### config.mk
export PLATFORM = sky130hd
export DESIGN_NAME = srw_supervisor
export DESIGN_NICKNAME = d
export VERILOG_FILES = /design/src/rtl/srw_pkg.sv /design/src/rtl/srw_supervisor.sv
export SDC_FILE = /design/constraint.sdc
export NUM_CORES = 1
export LEC_CHECK = 0
export CAP_MARGIN = 15
export CORE_MARGIN = 10
export CORE_UTILIZATION = 58
export CTS_CLUSTER_SIZE = 16
export DETAILED_ROUTE_END_ITERATION = 7
export DONT_BUFFER_PORTS = 1
export HOLD_SLACK_MARGIN = 0.06
export PLACE_DENSITY = 0.74
export SLEW_MARGIN = 30
export SYNTH_ARGS = -nofsm -noshare
export SYNTH_HDL_FRONTEND = slang
export SYNTH_SLANG_ARGS = --single-unit
### constraint.sdc
create_clock -name core_clk -period 6.44 [get_ports core_clk]
set_clock_uncertainty 0.2 [all_clocks]
set_input_delay 0.322 -clock core_clk [delete_from_list [all_inputs] [get_ports core_clk]]
set_output_delay 0.322 -clock core_clk [all_outputs]
set_load 0.005 [all_outputs]
### src/rtl/srw_pkg.sv
package srw_pkg;
    // Core clock rate
    localparam int unsigned CLK_HZ = 200_000_000;
    localparam int unsigned CLK_PERIOD_NS = 5;
    // Reset hold interval, nominal 200 ms
    localparam int unsigned HOLD_MS = 200;
    // Watchdog timeout, nominal 1.6 s, kept in ms
    localparam int unsigned WDOG_MS = 1600;
    // Pushbutton glitch immunity, 100 ns
    localparam int unsigned PB_GLITCH_NS = 100;
    // Supply glitch reject width, 30 ns
    localparam int unsigned UV_GLITCH_NS = 30;
    // Internal timebase tick, 1 ms
    localparam int unsigned TICK_US = 1000;
    localparam int unsigned TICK_CYCLES = CLK_HZ / 1_000_000 * TICK_US;
    // Filters reject pulses no longer than the glitch width: round up
    localparam int unsigned PB_FILT_CYCLES = (PB_GLITCH_NS + CLK_PERIOD_NS - 1) / CLK_PERIOD_NS;
    localparam int unsigned UV_FILT_CYCLES = (UV_GLITCH_NS + CLK_PERIOD_NS - 1) / CLK_PERIOD_NS;
    // Tick counts of hold and watchdog intervals
    localparam int unsigned HOLD_TICKS = HOLD_MS * 1000 / TICK_US;
    localparam int unsigned WDOG_TICKS = WDOG_MS * 1000 / TICK_US;
    // Watchdog source select values
    localparam logic WDOG_SRC_BUS = 1'h0;
    localparam logic WDOG_SRC_KICK = 1'h1;

    typedef enum logic [1:0] {
        SRW_ASSERT,
        SRW_HOLD,
        SRW_RUN
    } srw_state_t;
endpackage : srw_pkg

### src/rtl/srw_supervisor.sv
`timescale 1ns/1ps
module srw_supervisor #(
    parameter int unsigned TICK_CYCLES = srw_pkg::TICK_CYCLES,
    parameter int unsigned HOLD_TICKS = srw_pkg::HOLD_TICKS,
    parameter int unsigned WDOG_TICKS = srw_pkg::WDOG_TICKS,
    parameter logic WDOG_SRC = srw_pkg::WDOG_SRC_KICK,
    parameter logic HAS_WP = 1'h1
) (
    input wire logic core_clk,
    input wire logic arst_n,
    input wire logic supply_low,
    input wire logic pushbutton_reset_in_n,
    input wire logic reset_pin_in_n,
    output logic reset_pin_out,
    output logic reset_pin_oe_n,
    output logic reset_hi_out,
    output logic reset_hi_oe_n,
    input wire logic watchdog_kick_in,
    input wire logic bus_data_in,
    input wire logic write_protect_in,
    input wire logic mem_busy,
    input wire logic nv_write_req,
    input wire logic nv_write_busy,
    output logic mem_enable,
    output logic mem_abort,
    output logic nv_write_start,
    output logic nv_write_allow
);
    localparam int unsigned TW = $clog2(TICK_CYCLES + 1);
    localparam int unsigned HW = $clog2(HOLD_TICKS + 1);
    localparam int unsigned WW = $clog2(WDOG_TICKS + 1);
    localparam int unsigned PW = $clog2(srw_pkg::PB_FILT_CYCLES + 2);
    localparam int unsigned UW = $clog2(srw_pkg::UV_FILT_CYCLES + 2);
    localparam logic [TW-1:0] TICK_LAST = TW'(TICK_CYCLES - 1);
    localparam logic [HW-1:0] HOLD_LAST = HW'(HOLD_TICKS);
    localparam logic [WW-1:0] WDOG_LAST = WW'(WDOG_TICKS);
    localparam logic [PW-1:0] PB_LIM = PW'(srw_pkg::PB_FILT_CYCLES + 1);
    localparam logic [UW-1:0] UV_LIM = UW'(srw_pkg::UV_FILT_CYCLES + 1);

    ////////////////////////////////////////////////////////////////////////////
    // Input filters and edge detection
    logic [TW-1:0] tick_cnt_reg, tick_cnt_next;
    logic tick_reg, tick_next;
    logic [PW-1:0] pb_cnt_reg, pb_cnt_next;
    logic pb_low_reg, pb_low_next;
    logic [UW-1:0] uv_cnt_reg, uv_cnt_next;
    logic uv_reg, uv_next;
    logic pin_prev_reg, pin_prev_next;
    logic wd_prev_reg, wd_prev_next;
    logic wd_line;
    logic pin_fall;
    logic wd_edge;

    assign wd_line = (WDOG_SRC == srw_pkg::WDOG_SRC_KICK) ? watchdog_kick_in : bus_data_in;
    assign pin_fall = pin_prev_reg && !reset_pin_in_n;
    assign wd_edge = wd_prev_reg != wd_line;

    always_comb begin
        tick_cnt_next = tick_cnt_reg + TW'(1);
        tick_next = 1'h0;
        if (tick_cnt_reg == TICK_LAST) begin
            tick_cnt_next = '0;
            tick_next = 1'h1;
        end
        // Low must outlast the glitch width before it counts
        pb_cnt_next = '0;
        pb_low_next = 1'h0;
        if (!pushbutton_reset_in_n) begin
            pb_cnt_next = (pb_cnt_reg == PB_LIM) ? pb_cnt_reg : pb_cnt_reg + PW'(1);
            pb_low_next = pb_low_reg || (pb_cnt_reg == PB_LIM);
        end
        // Assert is filtered, release is immediate so the hold restarts at once
        uv_cnt_next = '0;
        uv_next = 1'h0;
        if (supply_low) begin
            uv_cnt_next = (uv_cnt_reg == UV_LIM) ? uv_cnt_reg : uv_cnt_reg + UW'(1);
            uv_next = uv_reg || (uv_cnt_reg == UV_LIM);
        end
        pin_prev_next = reset_pin_in_n;
        wd_prev_next = wd_line;
    end

    always_ff @(posedge core_clk or negedge arst_n) begin
        if (!arst_n) begin
            tick_cnt_reg <= '0;
            tick_reg <= 1'h0;
            pb_cnt_reg <= '0;
            pb_low_reg <= 1'h0;
            uv_cnt_reg <= '0;
            uv_reg <= 1'h1;
            pin_prev_reg <= 1'h1;
            wd_prev_reg <= 1'h0;
        end else begin
            tick_cnt_reg <= tick_cnt_next;
            tick_reg <= tick_next;
            pb_cnt_reg <= pb_cnt_next;
            pb_low_reg <= pb_low_next;
            uv_cnt_reg <= uv_cnt_next;
            uv_reg <= uv_next;
            pin_prev_reg <= pin_prev_next;
            wd_prev_reg <= wd_prev_next;
        end
    end

    ////////////////////////////////////////////////////////////////////////////
    // Reset state, hold timer and watchdog
    srw_pkg::srw_state_t state_reg, state_next;
    logic [HW-1:0] hold_cnt_reg, hold_cnt_next;
    logic [WW-1:0] wd_cnt_reg, wd_cnt_next;
    logic wd_fire;
    logic level_src;
    logic in_reset;

    // Own drive of the pin is excluded: only an edge from outside restarts
    assign level_src = uv_reg || pb_low_reg;
    assign wd_fire = (state_reg == srw_pkg::SRW_RUN) && (wd_cnt_reg == WDOG_LAST);
    assign in_reset = state_next != srw_pkg::SRW_RUN;

    always_comb begin
        state_next = state_reg;
        hold_cnt_next = hold_cnt_reg;
        wd_cnt_next = wd_cnt_reg;
        unique case (state_reg)
            srw_pkg::SRW_ASSERT: begin
                hold_cnt_next = '0;
                if (!level_src) begin
                    state_next = srw_pkg::SRW_HOLD;
                end
            end
            srw_pkg::SRW_HOLD: begin
                if (level_src) begin
                    state_next = srw_pkg::SRW_ASSERT;
                end else if (pin_fall && reset_pin_oe_n) begin
                    hold_cnt_next = '0;
                end else if (hold_cnt_reg == HOLD_LAST) begin
                    state_next = srw_pkg::SRW_RUN;
                end else if (tick_reg) begin
                    hold_cnt_next = hold_cnt_reg + HW'(1);
                end
            end
            srw_pkg::SRW_RUN: begin
                if (level_src) begin
                    state_next = srw_pkg::SRW_ASSERT;
                end else if (pin_fall || wd_fire) begin
                    state_next = srw_pkg::SRW_HOLD;
                    hold_cnt_next = '0;
                end
            end
        endcase
        if (state_next != srw_pkg::SRW_RUN || wd_edge) begin
            wd_cnt_next = '0;
        end else if (tick_reg && wd_cnt_reg != WDOG_LAST) begin
            wd_cnt_next = wd_cnt_reg + WW'(1);
        end
    end

    ////////////////////////////////////////////////////////////////////////////
    // Outputs, all registered
    logic rst_out_reg;
    logic mem_en_reg, mem_abort_reg, wr_start_reg, wr_allow_reg;
    logic rst_out_next;
    logic mem_en_next, mem_abort_next, wr_start_next, wr_allow_next;

    always_comb begin
        rst_out_next = in_reset;
        mem_en_next = !in_reset;
        mem_abort_next = in_reset && mem_busy;
        // Writes are blocked when protected; a running write is never touched
        wr_allow_next = !in_reset && !(HAS_WP && write_protect_in);
        wr_start_next = wr_allow_next && nv_write_req && !nv_write_busy;
    end

    always_ff @(posedge core_clk or negedge arst_n) begin
        if (!arst_n) begin
            state_reg <= srw_pkg::SRW_ASSERT;
            hold_cnt_reg <= '0;
            wd_cnt_reg <= '0;
            rst_out_reg <= 1'h1;
            mem_en_reg <= 1'h0;
            mem_abort_reg <= 1'h0;
            wr_start_reg <= 1'h0;
            wr_allow_reg <= 1'h0;
        end else begin
            state_reg <= state_next;
            hold_cnt_reg <= hold_cnt_next;
            wd_cnt_reg <= wd_cnt_next;
            rst_out_reg <= rst_out_next;
            mem_en_reg <= mem_en_next;
            mem_abort_reg <= mem_abort_next;
            wr_start_reg <= wr_start_next;
            wr_allow_reg <= wr_allow_next;
        end
    end

    // Open drain: drive low level / high level only while asserted
    assign reset_pin_out = 1'h0;
    assign reset_pin_oe_n = !rst_out_reg;
    assign reset_hi_out = 1'h1;
    assign reset_hi_oe_n = !rst_out_reg;
    assign mem_enable = mem_en_reg;
    assign mem_abort = mem_abort_reg;
    assign nv_write_start = wr_start_reg;
    assign nv_write_allow = wr_allow_reg;
endmodule : srw_supervisor

Word level (Yosys, flattened, before mapping):

Cells that the tools add are included.

* register bits: 57
* input port bits: 11
* output and inout bits: 8

* add/sub/neg operators: 5
* equality and inequality tests: 17
* mux-type cells: 24
* reduce and logical (&&, ||, !) cells: 21

Operator list (number)
* 8-bit two-way mux: 6
* 8-bit case mux with 3 select lines: 1
* 11-bit two-way mux: 2
* 18-bit by 1-bit adder with 18-bit output, second input constant: 1
* 18-bit equality test, second input constant: 1
* 18-bit two-way mux: 1
* 2-bit two-way mux: 6
* 11-bit by 1-bit adder with 11-bit output, second input constant: 1
* 11-bit equality test, second input constant: 1
* 11-bit != test, second input constant: 1
* 5-bit two-way mux: 2
* 2-bit != test, second input constant: 5
* 8-bit by 1-bit adder with 8-bit output, second input constant: 1
* 8-bit equality test, second input constant: 1
* 1-bit logical AND: 8
* 3-bit two-way mux: 2
* 3-bit != test, second input constant: 2
* 2-bit case mux with 3 select lines: 1
* 5-bit by 1-bit adder with 5-bit output, second input constant: 1
* 5-bit equality test, second input constant: 1
* 1-bit logical NOT: 5
* 1-bit logical OR: 5
* 5-bit AND reduction: 1
* 3-bit by 1-bit adder with 3-bit output, second input constant: 1
* other kinds (8): 10

Longest topological paths before layout:

Gate-level depths: netlist of run 1.

* depth after elaboration: 11
* gate-level depth with buffers: 8

Worst setup path before layout of run 1:

No wires, ideal clock.

* kind: reg2reg
* start: reg pin_prev_reg
* end: reg hold_cnt_reg[0]
* library setup time: 0.125 ns
* arrival time: 1.784 ns
* required time: 6.115 ns
* path slack: 4.331 ns
* stages on the path, launching flop included: 6
* path buffers: 0
* period minus slack after synthesis: 2.109 ns
* cells stage by stage: dfstp_2 or3b_4 and2_4 a221oi_4 o21ai_2 mux2_4

* cells in the longest elaborated chain, start to end: 5
* elaborated cells on any way between the ends: 10

RTL lines
* from (decl): RTL line srw_supervisor.sv:48 `logic pin_prev_reg, pin_prev_next;`
* from (signal assigned): RTL line srw_supervisor.sv:100 `pin_prev_reg <= pin_prev_next;`
* 1-bit logical AND (*): RTL line srw_supervisor.sv:55 `assign pin_fall = pin_prev_reg && !reset_pin_in_n;`
* 1-bit logical AND: RTL line srw_supervisor.sv:133 `end else if (pin_fall && reset_pin_oe_n) begin`
* 8-bit two-way mux: RTL line srw_supervisor.sv:133
* 8-bit two-way mux: RTL line srw_supervisor.sv:131 `if (level_src) begin`
* 8-bit case mux with 3 select lines: RTL line srw_supervisor.sv:123 `unique case (state_reg)`
* to (signal assigned): RTL line srw_supervisor.sv:185 `hold_cnt_reg <= hold_cnt_next;`
* to (decl): RTL line srw_supervisor.sv:108 `logic [HW-1:0] hold_cnt_reg, hold_cnt_next;`

Mark *: on every way between the ends. The rest lies on a longest branch, timed or not. The select of a mux whose other input is x is not followed.
A chain may end at the register's enable or synchronous reset.

Worst setup path in the final report of run 1:

* start: reg state_reg[0]
* end: reg wr_start_reg, in the netlist nv_write_start

* cells in the longest elaborated chain, start to end: 11
* elaborated cells on any way between the ends: 17

RTL lines
* from (decl): RTL line srw_supervisor.sv:107 `srw_pkg::srw_state_t state_reg, state_next;`
* from (signal assigned): RTL line srw_supervisor.sv:175 `state_reg <= srw_pkg::SRW_ASSERT;`
* from (signal assigned): RTL line srw_supervisor.sv:184 `state_reg <= state_next;`
* 2-bit equality test: RTL line srw_supervisor.sv:116, srw_supervisor.sv:123
* 1-bit logical AND: RTL line srw_supervisor.sv:116 `assign wd_fire = (state_reg == srw_pkg::SRW_RUN) && (wd_cnt_reg == WDOG_LAST);`
* 1-bit logical OR: RTL line srw_supervisor.sv:144 `end else if (pin_fall || wd_fire) begin`
* 2-bit two-way mux: RTL line srw_supervisor.sv:144
* 2-bit two-way mux: RTL line srw_supervisor.sv:142 `if (level_src) begin`
* 2-bit case mux with 3 select lines (*): RTL line srw_supervisor.sv:123
* 2-bit != test (*): RTL line srw_supervisor.sv:117 `assign in_reset = state_next != srw_pkg::SRW_RUN;`
* named net in_reset: RTL line srw_supervisor.sv:112 `logic in_reset;`
* 1-bit logical NOT (*): RTL line srw_supervisor.sv:169 `wr_allow_next = !in_reset && !(HAS_WP && write_protect_in);`
* 1-bit logical AND (*): RTL line srw_supervisor.sv:169
* 1-bit logical AND (*) (2 in a row): RTL line srw_supervisor.sv:170 `wr_start_next = wr_allow_next && nv_write_req && !nv_write_busy;`
* named net wr_start_next: RTL line srw_supervisor.sv:162 `logic mem_en_next, mem_abort_next, wr_start_next, wr_allow_next;`
* to (signal assigned): RTL line srw_supervisor.sv:190 `wr_start_reg <= wr_start_next;`
* to (decl): RTL line srw_supervisor.sv:160 `logic mem_en_reg, mem_abort_reg, wr_start_reg, wr_allow_reg;`

Mark *: on every way through the listed nets, which the timed path passes. The rest lies on a longest branch.

==> impl_metrics.toml, run 1 <==
[power]
leakage_nw = 1.43
power_density_nw_per_um2 = 248
ir_worst_vdd_v = 0.000226

[synthesis]
yosys_register_bits = 57
synth_fp_nets = 294
yosysTopAreaCellShare = 0.472
synth_most_common_cell = "dfrtp_1"
synthArstFlopShare = 1.00
yosysSeqAreaShare = 0.499
synth.avg_cell_area_um2 = 10.5
synth_top_cells_by_count = "54 x dfrtp_1, 31 x nor2_1, 20 x nand2_1"
ys.warnings.count = 0
netlist_area_um2 = 2860
syn_inst = 272
yosys_most_used_dff = "dfrtp_1"
synth.largest_area_cell = "dfrtp_1"
synth.distinct_cells = 57
synth_area_leaders = "dfrtp_1 47%, xnor2_1 5.2%, ha_1 4.8%, nor2_1 4.1%, xor2_1 3.7%"
synth_edf_count = 0

[status]
status = "complete, no violations"

[global_route]
grt_max_degree = 58
grt_pass1_vias = 1944
gr-total-overflow = 0
antenna_found_initial = 0
grt_util_all_layers = 0.136
grt_pass1_wl_um = 9090

[detailed_routing]
via_per_inst = 5.41
wl_per_cell_um = 14.5
first_iter_violations = 98
final_antenna_net_count = 0
drc_errors = 0
via_count = 1941
firstDrtPassIters = 4
drt_wl_total_um = 5190

[placement]
gp_congestion = 0.801
placed_cell_area_um2 = 2910
placed_cells = 333
place_hpwl_um = 3510
port_buffers = 0

[sta]
finalSetupViolCount = 0
maxSlewHeadroom = 0.620
rsz0062_at_grt = "no"
holdWs_ps = 233
finalCriticalPeriod_ps = 2830
min_period_over_period = 0.440
setup_tns_ps = 0
worst-slew-pin-transition_ps = 565
max_freq_ghz = 0.353
hold_viol_final = 0
slew_viol_final = 0

[hold_path]
hold_end = "state_reg[0]"
min_path_type = "in2reg"
min_from = "reset_pin_in_n"
hold-path-cell-count = 4

[die]
die_h_um = 90.3
initial_core_util = 0.602
num_rows = 25
die_w_um = 90.3
dieArea_um2 = 8150
io_pins = 19
core_um2 = 4750

[worst_setup_path]
rr_worst_depth = 8
slowest_stage = "dlygate4sd3_1"
r2r_setup_slack_ps = 3610
critical_path_peak_fanout = 5
worstPathRequired_ps = 6510
max_stage_delay_ps = 570
critPathTopFamily = "simple AND/OR/NAND/NOR gates"
critPathBufInv = 2
end_kind = "flop"
path_depth = 8
r2r-end = "nv_write_start"
crit_type = "reg2reg"
crit_chain = "inv_1 -> ha_1 -> or4b_1 -> o21ai_0 -> a31o_2 -> nand4b_2 -> nor4b_2 -> dlygate4sd3_1"
startpoint_type = "flop"
worstPathArrival_ps = 2910
regToRegStartpoint = "state_reg[0]"

[flow_run]
cap_violations = 0

[cells_and_area]
antennaDiodeCount = 0
instances_no_fill = 359
fin_nets = 309
fin_area_um2 = 3220
largest_reg_flops = 18
post-route-util = 0.677
drive_gt1_frac = 0.106
area_delta_synth_final_pct = 12.4

[clock_tree]
cts_sinks = 57
cts_buffer_depth = 2
clkTransAtPathRegs_ps = 70
insertion_delay_ps = 340
cts-root-buf = "clkbuf_8"
cts_made_buffers = 9
postCtsSetupBuffers = 0
h-tree-depth = 3
cts_tree = "yes"
[report_power, final]
part / total, mW / leakage [nW] / switching [mW] / internal, mW
registers: 0.373 / 0.759 / 0.00720 / 0.366
logic: 0.103 / 0.575 / 0.0616 / 0.0414
clock network: 0.323 / 0.0974 / 0.135 / 0.188
total: 0.800 / 1.43 / 0.204 / 0.596
[final cells by class]
cell class / instances / area [µm²]
fill: 394 / 1540
sequential: 57 / 1430
multi-input combinational: 196 / 1350
clock buffer: 13 / 149
timing repair buffer: 10 / 118
tap: 67 / 83.8
inverter: 13 / 48.8
clock inverter: 3 / 40.0
[routing by layer]
| layer | share of wire | up-vias | global-route usage |
|---|---|---|---|
| li1 | - | 974 | - |
| met1 | 0.48 | 925 | 0.168 |
| met2 | 0.46 | 30 | 0.207 |
| met3 | 0.041 | 12 | 0.0416 |
| met4 | 0.021 | 0 | 0.0716 |
| met5 | 0 | - | 0 |
[what timing repair did]
action	4_1_cts	5_1_grt
hold endpoints to repair	72	0
resized for setup	0	0
hold buffers	10	0
endpoints found under the setup margin	0	0
[worst register-to-register path: stages, from the launching register on]
cell and delay, ps:
dfrtp_1 410, inv_1 60, ha_1 330, or4b_1 480, o21ai_0 100, a31o_2 160, nand4b_2 210, nor4b_2 250
dlygate4sd3_1 570
[kinds of logic (layout without fill, tap and decap cells)]
group / Yosys count / after routing / synth area share
flops: 57 / 57 / 0.499
other cells: 2 / 2 / 0.00262
simple gates: 116 / 116 / 0.225
xor+xnor: 29 / 29 / 0.0887
mux: 5 / 5 / 0.0192
compound gates: 33 / 33 / 0.0883
fa+ha+maj: 11 / 11 / 0.0481
buf+inv: 19 / 39 / 0.0293
[through the flow]
| step | power [mW] | setup WS [ps] |
|---|---|---|
| after floorplan | 0.453 | 4330 |
| after detailed placement | 0.468 | 3950 |
| after global routing | 0.840 | 3340 |
| final | 0.800 | 3610 |
| after global placement | 0.465 | 4030 |
| after CTS | 0.807 | 3590 |
[layout by cell type, fill, tap and decap left out, drive strengths merged, types with 11 or more instances in the layout]
cell    synthesis  layout
nand2          21      21
nand3          13      13
nor2           31      31
xor2           12      12
dfrtp          54      54
inv            13      13
clkbuf          2      13
xnor2          17      17
ha             11      11
[worst max-delay path by stage]
stage | start | end | slack, ps
finish | state_reg[0] | nv_write_start | 3610
global route | hold_cnt_reg[0] | nv_write_start | 3340
CTS | state_reg[0] | nv_write_start | 3590
detailed placement | state_reg[0] | wd_cnt_reg[2] | 3950
global placement | state_reg[0] | wd_cnt_reg[2] | 4030
floorplan | pin_prev_reg | hold_cnt_reg[0] | 4330
No activity file was read; power rests on OpenSTA's default activity.
==> run 2: changes to the inputs <==
--- a/config.mk
+++ b/config.mk
@@ -5,14 +5,15 @@
 export SDC_FILE = /design/constraint.sdc
 export NUM_CORES = 1
 export LEC_CHECK = 0
+export ABC_AREA = 1
 export CAP_MARGIN = 15
 export CORE_MARGIN = 10
-export CORE_UTILIZATION = 58
+export CORE_UTILIZATION = 57
 export CTS_CLUSTER_SIZE = 16
 export DETAILED_ROUTE_END_ITERATION = 7
 export DONT_BUFFER_PORTS = 1
 export HOLD_SLACK_MARGIN = 0.06
-export PLACE_DENSITY = 0.74
+export PLACE_DENSITY = 0.75
 export SLEW_MARGIN = 30
 export SYNTH_ARGS = -nofsm -noshare
 export SYNTH_HDL_FRONTEND = slang
==> constraint.sdc (replaced) <==
create_clock -name core_clk -period 2.6 [get_ports core_clk]
set_clock_uncertainty 0.2 [all_clocks]
set_input_delay 0.13 -clock core_clk [delete_from_list [all_inputs] [get_ports core_clk]]
set_output_delay 0.13 -clock core_clk [all_outputs]
set_load 0.005 [all_outputs]
==> run 2 against run 1 <==
- final area grew 5.8%
- routed wire length grew 8.9%
- register-to-register slack lost 3400 ps
- critical path depth grew 4
- sequential power grew to 2.6 times the previous value
- final cell count grew 26%
- power grew to 2.6 times the previous value
- first-iteration DRC count grew 17%
- sequential cell count is the same
- worst setup slack lost 3400 ps
- area after synthesis grew 5.5%
- critical endpoint unchanged
- largest cell class unchanged
- largest power group unchanged
==> impl_metrics.toml, run 2 <==
[power]
ir_worst_vdd_v = 0.000337
power_density_nw_per_um2 = 615
leakage_nw = 1.62

[global_route]
grt_pass1_vias = 2343
gr-total-overflow = 0
grt_pass1_wl_um = 9940
grt_max_degree = 58
grt_util_all_layers = 0.143
antenna_found_initial = 0

[sta]
setup_tns_ps = 0
finalSetupViolCount = 0
max_freq_ghz = 0.412
maxSlewHeadroom = 0.524
setup_slack_ps = 173
worst-slew-pin-transition_ps = 711
slew_viol_final = 0
min_period_over_period = 0.934
hold_viol_final = 0
finalCriticalPeriod_ps = 2430

[synthesis]
synth_compound_area_frac = 0.0721
yosys_register_bits = 57
yosysSeqAreaShare = 0.473
synthXorXnorAreaFrac = 0.0609
yosys_most_used_dff = "dfrtp_1"
syn_inst = 361
synth_area_leaders = "dfrtp_1 45%, nand2_1 7.3%, inv_1 7.2%, nor2_1 6.2%, xor2_1 5.2%"
synthArstFlopShare = 1.00
synth_mux_area_frac = 0
synth.avg_cell_area_um2 = 8.37
synth.largest_area_cell = "dfrtp_1"
synth_edf_count = 0
synth.distinct_cells = 32
synth_top_family_by_area = "simple AND/OR/NAND/NOR gates"
netlist_area_um2 = 3020
synth_most_common_cell = "nand2_1"
synth_simple_gate_area_frac = 0.261
synth_fp_nets = 383
synth_top_cells_by_count = "59 x nand2_1, 58 x inv_1, 54 x dfrtp_1"
ys.warnings.count = 0
yosysTopAreaCellShare = 0.447
synthAdderAreaFrac = 0.0456

[worst_setup_path]
crit_type = "reg2reg"
slowest_stage = "dlygate4sd3_1"
crit_end = "nv_write_start"
r2r-end = "nv_write_start"
regToRegStartpoint = "wd_cnt_reg[0]"
startpoint_type = "flop"
crit_chain = "inv_1 -> ha_1 -> nand2_1 -> nor2_1 -> nand3_2 -> nand3_1 -> nand2_1 -> nand3_1 -> nand2_2 -> nand3_1 -> nor2_1 -> dlygate4sd3_1"
critPathMostFrequentCell = "nand3_1"
critical_path_peak_fanout = 4
rr_worst_depth = 12
r2r_setup_slack_ps = 170
worstPathArrival_ps = 2440
end_kind = "flop"
worstPathRequired_ps = 2610
crit_start = "wd_cnt_reg[0]"
max_stage_delay_ps = 550

[die]
initial_core_util = 0.591
dieArea_um2 = 8610
core_um2 = 5110
num_rows = 26
io_pins = 19
die_w_um = 92.8
die_h_um = 92.8

[cells_and_area]
final_common_cell = "nand2_1"
regArea_um2 = 1430
multi_input_area_um2 = 1330
drive_gt1_frac = 0.0938
antennaDiodeCount = 0
area_delta_synth_final_pct = 12.8
instances_no_fill = 454
fillers = 410
largest_reg_flops = 18
fin_nets = 402
post-route-util = 0.667
final_cell_mix = "59 x nand2_1, 58 x inv_1, 54 x dfrtp_1, 50 x nor2_1, 19 x nand3_1"

[placement]
place_hpwl_um = 3960
placed_cells = 426
gp_congestion = 0.854
port_buffers = 0
place_ws_ps = 427

[clock_tree]
h-tree-depth = 3
cts_buffer_depth = 2
cts_made_buffers = 9
cts_tree = "yes"
clkTransAtPathRegs_ps = 60
cts-root-buf = "clkbuf_8"
insertion_delay_ps = 330
cts_sinks = 57

[detailed_routing]
via_per_inst = 5.08
drc_errors = 0
drt_wl_total_um = 5650
first_iter_violations = 115
firstDrtPassIters = 4
via_count = 2305
wl_per_cell_um = 12.4
final_antenna_net_count = 0

[flow_run]
cap_violations = 0

[status]
status = "complete, no violations"

[hold_path]
min_path_type = "in2async"
run 2: cell types whose count changed in the layout (fill, tap and decap cells not counted), moves of 4 or more:
cell | previous run | this run
inv_1 | 13 | 58
and3_1 | 4 | 0
mux2i_1 | 4 | 0
nor2_1 | 31 | 50
nand3_1 | 13 | 19
xnor2_1 | 17 | 3
o21ai_0 | 5 | 18
nand3_2 | 0 | 6
nor2b_1 | 6 | 0
xor2_1 | 12 | 18
nand2_1 | 20 | 59
nor3_1 | 6 | 11
a21oi_1 | 6 | 11
run 2: what timing repair did:
action,4_1_cts,5_1_grt
endpoints found under the hold margin,87,0
setup endpoints to repair,0,1
setup buffers,0,2
resized for setup,0,1
hold buffers,11,0
run 2: worst max-delay path, delay by kind of cell, from the launching register on:
| kind | cells | cell delay, ps |
|---|---|---|
| DFF | 1 | 400 |
| buffers and inverters | 2 | 630 |
| adders and majority gates | 1 | 140 |
| and+or+nand+nor | 9 | 940 |
run 2: how the worst min path moves through the flow:
stage                 from         endpoint  cells past startpoint  slack, ps
finish              arst_n    wd_cnt_reg[6]                      2        110
global placement    arst_n  hold_cnt_reg[4]                      0       -360
global route        arst_n    wd_cnt_reg[9]                      2        150
detailed placement  arst_n  hold_cnt_reg[4]                      0       -360
CTS                 arst_n  hold_cnt_reg[4]                      2        120
floorplan           arst_n  hold_cnt_reg[0]                      0       -370
run 2: where the power goes:
group          leakage [nW]  total, mW  switching (mW)  internal [mW]
combinational         0.757      0.310           0.193          0.117
sequential            0.757      0.966          0.0396          0.926
clock                 0.102      0.820           0.334          0.486
total                  1.62       2.10           0.567           1.53
run 2: cell families after synthesis:
| group | count (synthesis) |
|---|---|
| compound gates | 39 |
| xor+xnor | 21 |
| fa+ha+maj | 11 |
| buf+inv | 63 |
| flops | 57 |
| other cells | 2 |
| simple gates | 168 |
run 2: area by class of cell:
type | instances | area share
sequential | 57 | 0.420
timing repair buffer | 13 | 0.0419
inverter | 58 | 0.0639
clock inverter | 3 | 0.0118
clock buffer | 12 | 0.0455
multi-input combinational | 241 | 0.391
tap | 70 | 0.0257
run 2: layer usage:
metal / vias up / part of all wire / track usage
li1: 1183 / - / -
met1: 1064 / 0.45 / 0.163
met2: 46 / 0.49 / 0.235
met3: 12 / 0.042 / 0.0363
met4: 0 / 0.018 / 0.0848
met5: - / 0 / 0
run 2: metrics by stage:
stage          power (mW)  instance area [µm²]  hold WS, ps
6_report             2.10                 3410          114
5_1_grt              2.22                 3410          147
4_1_cts              2.09                 3390          117
3_5_place_dp         1.23                 3070         -363
3_3_place_gp         1.21                 3070         -364
2_1_floorplan        1.18                 3020         -366
